`src/rtl/cascade_pkg.sv`:
```
// constants and types shared by the cascaded readout sequencer
// Function
// - token output drops one clock after token input falls, at first falling edge
// - second device presents first value on second rising clock edge of read
// - four-clock cycle: dev1 upper, dev2 upper, dev1 lower, dev2 lower
// - combined word rate at most 15 MHz; converter samples at least that fast
// - falling compensation strobe injects programmed charge into every integrator
// - rising compensation strobe injects equal charge of opposite sign
// - high token input pulse starts a read and clears channel counter
// - upper driver channels 63..32, lower 31..0, lower lags two clocks
// - each device presents a new value every second rising clock edge
package cascade_pkg;

	// ----------------------------------------------------------------
	// word layout and counts
	// ----------------------------------------------------------------
	localparam int CHANNEL_W = 6;
	localparam int WORD_W = CHANNEL_W + 2;
	localparam int EDGE_W = 8;
	localparam int DEVICE_BIT = WORD_W - 1;
	localparam int LOWER_BIT = WORD_W - 2;
	localparam logic [EDGE_W-1:0] LAST_EDGE = 8'h80;
	localparam logic [EDGE_W-1:0] EDGE_RESET = 8'h00;
	localparam logic [CHANNEL_W-1:0] FIRST_CHANNEL = 6'h3F;
	localparam logic [CHANNEL_W-1:0] LOWER_TOP = 6'h1F;
	localparam int PIN_COUNT = 3;
	localparam int PIN_TOKEN = 0;
	localparam int PIN_SCLK = 1;
	localparam int PIN_COMP = 2;

	// ----------------------------------------------------------------
	// timing
	// ----------------------------------------------------------------
	localparam longint CORE_CLK_HZ = 250_000_000;
	localparam longint WORD_RATE_MAX_HZ = 15_000_000;
	// least word spacing, rounded up to whole core cycles
	localparam int WORD_GAP_CYCLES =
		int'((CORE_CLK_HZ + WORD_RATE_MAX_HZ - 1) / WORD_RATE_MAX_HZ);
	localparam int GAP_W = 5;
	localparam logic [GAP_W-1:0] GAP_LIMIT = GAP_W'(WORD_GAP_CYCLES);
	localparam logic [GAP_W-1:0] GAP_MAX = 5'h1F;

	// ----------------------------------------------------------------
	// read sequencing states, gray along idle-armed-reading-done
	// ----------------------------------------------------------------
	typedef enum logic [1:0] {
		ST_IDLE = 2'h0,
		ST_ARMED = 2'h1,
		ST_READING = 2'h3,
		ST_DONE = 2'h2
	} read_state_type;

endpackage : cascade_pkg

```
`src/rtl/cascaded_readout_sequencer.sv`:
```
// readout sequencer for two cascaded 64-channel front ends
`timescale 1ns/10ps
module cascaded_readout_sequencer
	import cascade_pkg::*;
(
	// clock and reset
	input wire logic CORE_CLK,
	input wire logic RESETN,
	// shared front end control pins
	input wire logic SCAN_TOKEN_IN,
	input wire logic SCAN_CLOCK,
	input wire logic COMPENSATION_STROBE,
	// cascade token
	output logic SCAN_TOKEN_OUT,
	// interleaved word stream to the converter
	output logic WORD_VALID,
	input wire logic WORD_READY,
	output logic WORD_DEVICE,
	output logic WORD_LOWER,
	output logic [CHANNEL_W-1:0] WORD_CHANNEL,
	// compensation injection events
	output logic INJECT_FORWARD,
	output logic INJECT_REVERSE,
	// status
	output logic READ_BUSY,
	output logic RATE_FAULT,
	output logic OVERRUN
);
	// ----------------------------------------------------------------
	// pin synchronisers
	// ----------------------------------------------------------------
	logic [PIN_COUNT-1:0] pins;
	logic [PIN_COUNT-1:0] s1_q, s2_q, s3_q, lvl_q, lvl_d, prev_q;

	assign pins = {COMPENSATION_STROBE, SCAN_CLOCK, SCAN_TOKEN_IN};

	genvar gi;
	generate
		for (gi = 0; gi < PIN_COUNT; gi++) begin : g_sync
			// a level only counts once the second and third stages agree
			always_comb begin
				lvl_d[gi] = (s2_q[gi] == s3_q[gi]) ? s3_q[gi] : lvl_q[gi];
			end
			always_ff @(posedge CORE_CLK or negedge RESETN) begin
				if (!RESETN) begin
					s1_q[gi] <= 1'b0;
					s2_q[gi] <= 1'b0;
					s3_q[gi] <= 1'b0;
					lvl_q[gi] <= 1'b0;
					prev_q[gi] <= 1'b0;
				end else begin
					s1_q[gi] <= pins[gi];
					s2_q[gi] <= s1_q[gi];
					s3_q[gi] <= s2_q[gi];
					lvl_q[gi] <= lvl_d[gi];
					prev_q[gi] <= lvl_q[gi];
				end
			end
		end
	endgenerate

	logic token_hi, token_fall, sclk_rise, sclk_fall, comp_rise, comp_fall;
	assign token_hi = lvl_q[PIN_TOKEN];
	assign token_fall = prev_q[PIN_TOKEN] && !lvl_q[PIN_TOKEN];
	assign sclk_rise = !prev_q[PIN_SCLK] && lvl_q[PIN_SCLK];
	assign sclk_fall = prev_q[PIN_SCLK] && !lvl_q[PIN_SCLK];
	assign comp_rise = !prev_q[PIN_COMP] && lvl_q[PIN_COMP];
	assign comp_fall = prev_q[PIN_COMP] && !lvl_q[PIN_COMP];

	// ----------------------------------------------------------------
	// read sequencing
	// ----------------------------------------------------------------
	read_state_type state_q, state_d;
	logic [EDGE_W-1:0] edge_q, edge_d;
	logic tok_out_q, tok_out_d;
	logic emit;
	logic [EDGE_W-1:0] slot_idx;
	logic [WORD_W-1:0] word;

	always_comb begin
		state_d = state_q;
		edge_d = edge_q;
		tok_out_d = tok_out_q;
		emit = 1'b0;
		if (token_hi) begin
			// token pulse restarts the read, whatever was in flight
			state_d = ST_ARMED;
			edge_d = EDGE_RESET;
			tok_out_d = 1'b1;
		end else begin
			unique case (state_q)
				ST_IDLE, ST_DONE: begin
				end
				ST_ARMED: begin
					if (token_fall) begin
						state_d = ST_READING;
					end
				end
				ST_READING: begin
					if (sclk_fall && tok_out_q) begin
						tok_out_d = 1'b0;
					end
					if (sclk_rise) begin
						edge_d = edge_q + 8'h01;
						emit = 1'b1;
						if (edge_d == LAST_EDGE) begin
							state_d = ST_DONE;
						end
					end
				end
			endcase
		end
	end

	// odd edges belong to the first device, even edges to the second;
	// within a device upper and lower alternate, so lower lags by two
	assign slot_idx = edge_d - 8'h01;
	assign word = {edge_d[0] ? 1'b0 : 1'b1,
		slot_idx[1],
		~slot_idx[1], ~slot_idx[6:2]};

	always_ff @(posedge CORE_CLK or negedge RESETN) begin
		if (!RESETN) begin
			state_q <= ST_IDLE;
			edge_q <= EDGE_RESET;
			tok_out_q <= 1'b0;
		end else begin
			state_q <= state_d;
			edge_q <= edge_d;
			tok_out_q <= tok_out_d;
		end
	end

	// ----------------------------------------------------------------
	// word rate watch, compensation events, status flags
	// ----------------------------------------------------------------
	logic [GAP_W-1:0] gap_q, gap_d;
	logic rate_q, rate_d, ovr_q, ovr_d, fwd_q, fwd_d, rev_q, rev_d;
	logic buf_ready;

	always_comb begin
		gap_d = emit ? 5'h00 : ((gap_q == GAP_MAX) ? gap_q : gap_q + 5'h01);
		rate_d = token_hi ? 1'b0 : rate_q;
		ovr_d = token_hi ? 1'b0 : ovr_q;
		// words closer than the shared converter's rate are flagged
		if (emit && gap_q < GAP_LIMIT) begin
			rate_d = 1'b1;
		end
		// the front end clock cannot be held, so a stall can only be reported
		if (emit && !buf_ready) begin
			ovr_d = 1'b1;
		end
		fwd_d = comp_fall;
		rev_d = comp_rise;
	end

	always_ff @(posedge CORE_CLK or negedge RESETN) begin
		if (!RESETN) begin
			gap_q <= GAP_MAX;
			rate_q <= 1'b0;
			ovr_q <= 1'b0;
			fwd_q <= 1'b0;
			rev_q <= 1'b0;
		end else begin
			gap_q <= gap_d;
			rate_q <= rate_d;
			ovr_q <= ovr_d;
			fwd_q <= fwd_d;
			rev_q <= rev_d;
		end
	end

	// ----------------------------------------------------------------
	// output buffer and ports
	// ----------------------------------------------------------------
	logic [WORD_W-1:0] out_word;

	word_skid_buffer u_buffer (
		.clk(CORE_CLK),
		.resetn(RESETN),
		.in_valid(emit),
		.in_ready(buf_ready),
		.in_word(word),
		.out_valid(WORD_VALID),
		.out_ready(WORD_READY),
		.out_word(out_word)
	);

	assign WORD_DEVICE = out_word[DEVICE_BIT];
	assign WORD_LOWER = out_word[LOWER_BIT];
	assign WORD_CHANNEL = out_word[CHANNEL_W-1:0];
	assign SCAN_TOKEN_OUT = tok_out_q;
	assign INJECT_FORWARD = fwd_q;
	assign INJECT_REVERSE = rev_q;
	assign READ_BUSY = (state_q == ST_READING);
	assign RATE_FAULT = rate_q;
	assign OVERRUN = ovr_q;

	logic [1:0] slot_q;
	logic seen_q;
	always_ff @(posedge CORE_CLK or negedge RESETN) begin
		if (!RESETN) begin
			slot_q <= 2'h0;
			seen_q <= 1'b0;
		end else begin
			if (emit) begin
				slot_q <= {word[LOWER_BIT], word[DEVICE_BIT]};
			end
			seen_q <= token_hi ? 1'b0 : (seen_q || emit);
		end
	end
endmodule : cascaded_readout_sequencer

```
`src/rtl/word_skid_buffer.sv`:
```
// two-entry word buffer with valid and ready on both sides
`timescale 1ns/10ps
module word_skid_buffer
	import cascade_pkg::*;
(
	// clock and reset
	input wire logic clk,
	input wire logic resetn,
	// filling side
	input wire logic in_valid,
	output logic in_ready,
	input wire logic [WORD_W-1:0] in_word,
	// draining side
	output logic out_valid,
	input wire logic out_ready,
	output logic [WORD_W-1:0] out_word
);
	logic [WORD_W-1:0] mem_q [2];
	logic [WORD_W-1:0] mem_d [2];
	logic wr_q, wr_d, rd_q, rd_d;
	logic [1:0] count_q, count_d;
	logic push, pop;

	assign in_ready = (count_q != 2'h2);
	assign out_valid = (count_q != 2'h0);
	assign out_word = mem_q[rd_q];
	assign push = in_valid && in_ready;
	assign pop = out_valid && out_ready;

	always_comb begin
		mem_d = mem_q;
		if (push) begin
			mem_d[wr_q] = in_word;
		end
		wr_d = push ? ~wr_q : wr_q;
		rd_d = pop ? ~rd_q : rd_q;
		count_d = count_q + {1'b0, push} - {1'b0, pop};
	end

	always_ff @(posedge clk or negedge resetn) begin
		if (!resetn) begin
			mem_q[0] <= '0;
			mem_q[1] <= '0;
			wr_q <= 1'b0;
			rd_q <= 1'b0;
			count_q <= 2'h0;
		end else begin
			mem_q <= mem_d;
			wr_q <= wr_d;
			rd_q <= rd_d;
			count_q <= count_d;
		end
	end
endmodule : word_skid_buffer
```
`config.mk`:
```
export PLATFORM = sky130hd
export DESIGN_NAME = cascaded_readout_sequencer
export DESIGN_NICKNAME = d
export VERILOG_FILES = /design/src/rtl/cascade_pkg.sv /design/src/rtl/cascaded_readout_sequencer.sv /design/src/rtl/word_skid_buffer.sv
export SDC_FILE = /design/constraint.sdc
export NUM_CORES = 1
export LEC_CHECK = 0
export BUFFER_PORTS_ARGS = -buffer_cell sky130_fd_sc_hd__buf_4
export CORE_MARGIN = 2
export CORE_UTILIZATION = 40
export CTS_CLUSTER_SIZE = 40
export DETAILED_ROUTE_END_ITERATION = 10
export GPL_ROUTABILITY_DRIVEN = 0
export GPL_TIMING_DRIVEN = 1
export PLACE_DENSITY_LB_ADDON = 0.25
export SLEW_MARGIN = 25
export SYNTH_ARGS = -nofsm -noshare
export SYNTH_HDL_FRONTEND = slang
export SYNTH_SLANG_ARGS = --single-unit
```
`constraint.sdc`:
```
create_clock -name CORE_CLK -period 3.55 [get_ports CORE_CLK]
set_input_delay 0.355 -clock CORE_CLK [delete_from_list [all_inputs] [get_ports CORE_CLK]]
set_output_delay 0.355 -clock CORE_CLK [all_outputs]
set_load 0.01 [all_outputs]
```
* Word-level counts from Yosys, hierarchy flattened
Cells that the tools add are included.
Word-level totals: register bits 55, logic and storage cells 106, input bits 6, output and inout port bits 15
Operators by class: order comparisons 4, reductions and logical operators 25, add/sub/neg operators 5, bitwise gates (word level) 6, mux-type cells 26, equality and inequality tests 12
Operators by type and width (count):
- $mux W8 | 7
- $bwmux W16 | 1
- $logic_and A1 B1 Y1 | 11
- $mux W1 | 10
- $mux W5 | 2
- $reduce_bool A2 Y1 | 5
- $add A8 B1 Y8 const B | 1
- $demux W8 S1 | 1
- $eq A8 B8 Y1 const B | 1
- $mux W2 | 4
- $sub A7 B1 Y7 const B | 1
- $logic_not A1 Y1 | 6
- $ne A3 B1 Y1 const B | 2
- $add A5 B1 Y5 const B | 1
- $eq A5 B5 Y1 const B | 1
- $lt A5 B5 Y1 const B | 1
- $not A5 Y5 | 1
- $ge A2 B2 Y1 const B | 2
- $ne A2 B2 Y1 const B | 2
- $not A1 Y2 | 2
- $pmux W2 S2 | 1
- $reduce_and A4 Y1 | 1
- $eq A1 B1 Y1 | 3
- $ne A3 B3 Y1 const B | 1
- 8 further kinds | 10

* Logic depth before layout (Yosys ltp)
depth in word-level cells 8, depth in mapped cells 11, mapped depth without buffers 10

* Modules after synthesis
A second synthesis with hierarchy kept.
Unflattened totals: cells, all modules 199, area, all modules 2496.1 um^2
Modules (own cells, without submodules):
- cascaded_readout_sequencer | cells each 135, area each 1571.5 um^2, instances 1
- word_skid_buffer | cells each 64, area each 924.6 um^2, instances 1

* Least setup slack after synthesis
OpenSTA, ideal clock, no wires.
kind register to register, from register state_q[0], to register u_buffer.mem_q[2] (netlist bit), slack 1.312 ns, stages on the path, launching flop included 12, data required time 3.425 ns, arrival 2.113 ns, period minus slack after synthesis 2.238 ns, cell sequence dfrtp_1 -> and4b_1 -> buf_6 -> xnor2_1 -> nor2_1 -> inv_1 -> ha_1 -> inv_1 -> o41ai_1 -> a211o_1 -> xnor2_1 -> mux2_2
Between the ends: cells in the longest elaborated chain, start to end 6
RTL lines:
- start: declaration | RTL line cascaded_readout_sequencer.sv:73 | read_state_type state_q, state_d;
- start signal: assignment | RTL line cascaded_readout_sequencer.sv:128 | state_q <= state_d;
- $eq A2 B2 Y1 | RTL line cascaded_readout_sequencer.sv:91 | unique case (state_q)
- $mux W8 | RTL line cascaded_readout_sequencer.sv:91
- $mux W8 | RTL line cascaded_readout_sequencer.sv:85 | if (token_hi) begin
- via edge_d[0] | RTL line cascaded_readout_sequencer.sv:74 | logic [EDGE_W-1:0] edge_q, edge_d;
- $sub A7 B1 Y7 | RTL line cascaded_readout_sequencer.sv:117 | assign slot_idx = edge_d - 8'h01;
- $not A5 Y5 | RTL line cascaded_readout_sequencer.sv:120 | ~slot_idx[1], ~slot_idx[6:2]};
- $bwmux W16 | RTL line word_skid_buffer.sv:33 | mem_d[wr_q] = in_word;
- end signal: assignment | RTL line word_skid_buffer.sv:48 | mem_q <= mem_d;
- end: declaration | RTL line word_skid_buffer.sv:18 | logic [WORD_W-1:0] mem_q [2];
The timed path passes the listed nets, and every way through them passes these cells. A chain may end at the register's enable or synchronous reset.

* Worst setup path after layout
from register prev_q[1], to register u_buffer.mem_q[12] (netlist bit)
Between the ends: cells in the longest elaborated chain, start to end 8
RTL lines:
- start: declaration | RTL line cascaded_readout_sequencer.sv:33 | logic [PIN_COUNT-1:0] s1_q, s2_q, s3_q, lvl_q, lvl_d, prev_q;
- start signal: indexed assignment | RTL line cascaded_readout_sequencer.sv:56 | prev_q[gi] <= lvl_q[gi];
- $logic_not A1 Y1 | RTL line cascaded_readout_sequencer.sv:65 | assign sclk_rise = !prev_q[PIN_SCLK] && lvl_q[PIN_SCLK];
- $logic_and A1 B1 Y1 | RTL line cascaded_readout_sequencer.sv:65
- $mux W8 | RTL line cascaded_readout_sequencer.sv:103 | if (sclk_rise) begin
- $mux W8 | RTL line cascaded_readout_sequencer.sv:91
- $mux W8 | RTL line cascaded_readout_sequencer.sv:85
- via edge_d[0] | RTL line cascaded_readout_sequencer.sv:74
- $sub A7 B1 Y7 | RTL line cascaded_readout_sequencer.sv:117
- $not A5 Y5 | RTL line cascaded_readout_sequencer.sv:120
- $bwmux W16 | RTL line word_skid_buffer.sv:33
The timed path passes the listed nets, and every way through them passes these cells.

==> flow_metrics.tcl <==
set metrics [dict create \
    insertedDiodeCount 0 \
    fp.dieH_um 84.7 \
    synth_top_area_cell "dfrtp_1" \
    ys_ff_latch 55 \
    fin_setup_tns_ns 0 \
    vias_per_cell 5.06 \
    finalCritPeriodShare 0.743 \
    worst_setup_path_start_kind "register" \
    clkPwrFrac 0.221 \
    max_stage_delay_ns 0.56 \
    drv_cap 0 \
    clockBufferDepth 2 \
    p_leak_nw 1.34 \
    postCtsSetupBuffers 0 \
    drt_pre_antenna_iters 4 \
    root_buffer "clkbuf_8" \
    wirelength_um 4370 \
    endpoint_kind "register" \
    run_status "completed" \
    antenna_found_initial 0 \
    yosys-top-cells-count "dfrtp_1, nand2_1, nor2_1, mux2_2, inv_1" \
    slew-limit-headroom 0.550 \
    worstPathMaxFanout 10 \
    vias 1635 \
    synth.area.top_cells "dfrtp_1, mux2_2, dfstp_2" \
    drive_above_1_share 0.248 \
    hold_ws_ns 0.0593 \
    synth_area_per_cell_um2 11.6 \
    ctsHoldBuffers 0 \
    critical_path_class "reg2reg" \
    hpwl_um 3130 \
    route.detailed.drc 0 \
    fmax_ghz 0.379 \
    fill_cells 601 \
    ant_nets 0 \
    fin_crit_ns 2.64 \
    post_cts_resized 0 \
    drt_iter0_markers 78 \
    post-synth-top-count-cell "dfrtp_1" \
    initial_core_util 0.413 \
    core_area_um2 6310 \
    area_growth_pct 11.4 \
    ir_drop_v 0.000350 \
    syn_area_um2 2610 \
    cts.sinks 55 \
    rows 29 \
    sw_frac_of_total 0.306 \
    regToRegSetupSlack_ns 0.91 \
    postLayoutCoreUtil 0.460 \
    critPathRequiredTime_ns 3.74 \
    grt_max_degree 56 \
    cts_made_buffers 5 \
    io_buffers 20 \
    setup_viol 0 \
    h-tree-depth 2 \
    clk_latency_ns 0.31 \
    seq_area_frac_synth 0.530 \
    rsz0062_at_grt "false" \
    cts_tree "yes" \
    grt_pass1_wl_um 7480 \
    synth.distinct_cells 54 \
    wl_per_cell_um 13.5 \
    crit_chain "and4b_1, xnor2_1, nor2_1, inv_1, ha_1, inv_1, o41ai_1, a211o_1, nor4b_2, o31ai_1" \
    die_w_um 84.7 \
    slew_violations 0 \
    grt_pass1_vias 1573 \
    power_density_nw_per_um2 559 \
    hp-class "in2async" \
    synth-main-ff-cell "dfrtp_1" \
    synth_top_area_share 0.480 \
    crit_top_cell "inv_1" \
    clock_skew_ns 0.00961 \
    worst_pin_slew_ns 0.676 \
    p_switching_w 0.000497 \
    synth_edf_count 0 \
    arrival_ns 2.82 \
    nNetsFinal 257 \
    grtUsageTotal 0.130 \
    ios 21 \
    fp.dieArea_um2 7180 \
    multi_input_area_um2 1120 \
    syn_inst 225 \
    slowest_stage "and4b_1" \
    seq_power_share 0.537 \
    synth_nets 237 \
    hold_viol_final 0 \
    combPwrFrac 0.242 \
    seq_area_um2 1380 \
    ys_async_sr_fraction 1.00 \
    power_w 0.00162 \
    gr-total-overflow 0 \
    internal_power_w 0.00113 \
    path_clk_slew_ns 0.10 \
    synth_warnings 0 \
]
layout by cell type, fill, tap and decap left out, drive strengths merged, types with 2 or more instances in the layout:
master	instances
o21a	2
buf	22
nand2	21
a21oi	6
o31ai	2
nor4	2
and3	2
mux2i	5
xor2	7
o41ai	2
dfrtp	50
ha	6
inv	13
nand4	6
or2	3
a21o	2
mux2	12
nand4b	3
o21ai	5
nor2	17
or3	2
clkbuf	5
nand3	6
a211o	3
and2	4
nor2b	6
nor4b	2
maj3	3
nor3	2
dfstp	5
xnor2	8
layer usage:
metal  share of wire  global-route usage
met5               0                   0
met4           0.017              0.0476
met3           0.022              0.0275
met2            0.48               0.212
met1            0.48               0.173
final timing paths:
kind                            start            endpoint  cells after the start
max                         prev_q[1]  u_buffer.mem_q[12]                     10
min                            RESETN             s3_q[2]                      1
max reg2reg                 prev_q[1]  u_buffer.mem_q[12]                     10
min reg2reg                   s1_q[2]             s2_q[2]                      0
max in group asynchronous      RESETN           edge_q[0]                      1
min in group CORE_CLK      SCAN_CLOCK             s1_q[1]                      1
registers in the layout (all words and copies together) (netlist names), 2 cells and up:
| register | count |
|---|---|
| s2_q | 3 |
| gap_q | 5 |
| prev_q | 3 |
| s1_q | 3 |
| u_buffer.mem_q | 16 |
| edge_q | 8 |
| u_buffer.count_q | 2 |
| state_q | 2 |
| lvl_q | 2 |
| s3_q | 3 |
cell type report:
class | count | share of cell area
flip-flops and latches | 55 | 0.476
multi-input cells | 150 | 0.387
repair buffers | 22 | 0.0569
well taps | 77 | 0.0332
clock buffers | 5 | 0.0237
inverters | 11 | 0.0142
clock inverters | 3 | 0.00905
worst max-delay path, delay by kind of cell, from the launching register on:
kind            cells  cell delay [ns]
buf+inv             2             0.17
xor+xnor            1             0.17
fa+ha+maj           1             0.20
compound gates      3             0.66
simple gates        3             0.91
flops               1             0.41
cell families after synthesis:
kind of cell / count (synthesis) / share of synthesized area
flops: 55 / 0.530
compound gates: 27 / 0.0787
mux: 17 / 0.0759
buf+inv: 20 / 0.0384
simple gates: 82 / 0.186
xor+xnor: 15 / 0.0504
fa+ha+maj: 9 / 0.0403
power groups by stage:
stage	logic, W	registers, W	clock network, W
finish	0.000392	0.000872	0.000358
global route	0.000446	0.000893	0.000400
CTS	0.000404	0.000874	0.000376
detailed placement	0.000403	0.000887	0
global placement	0.000398	0.000884	0
floorplan	0.000307	0.000843	0
through the flow:
step,setup WS (ns),instances,instance area [um2]
global placement,0.989,315,2810
floorplan,1.31,225,2610
CTS,0.878,323,2900
finish,0.913,323,2900
detailed placement,0.890,315,2810
global route,0.681,323,2900
No activity file was read; power rests on OpenSTA's default activity.
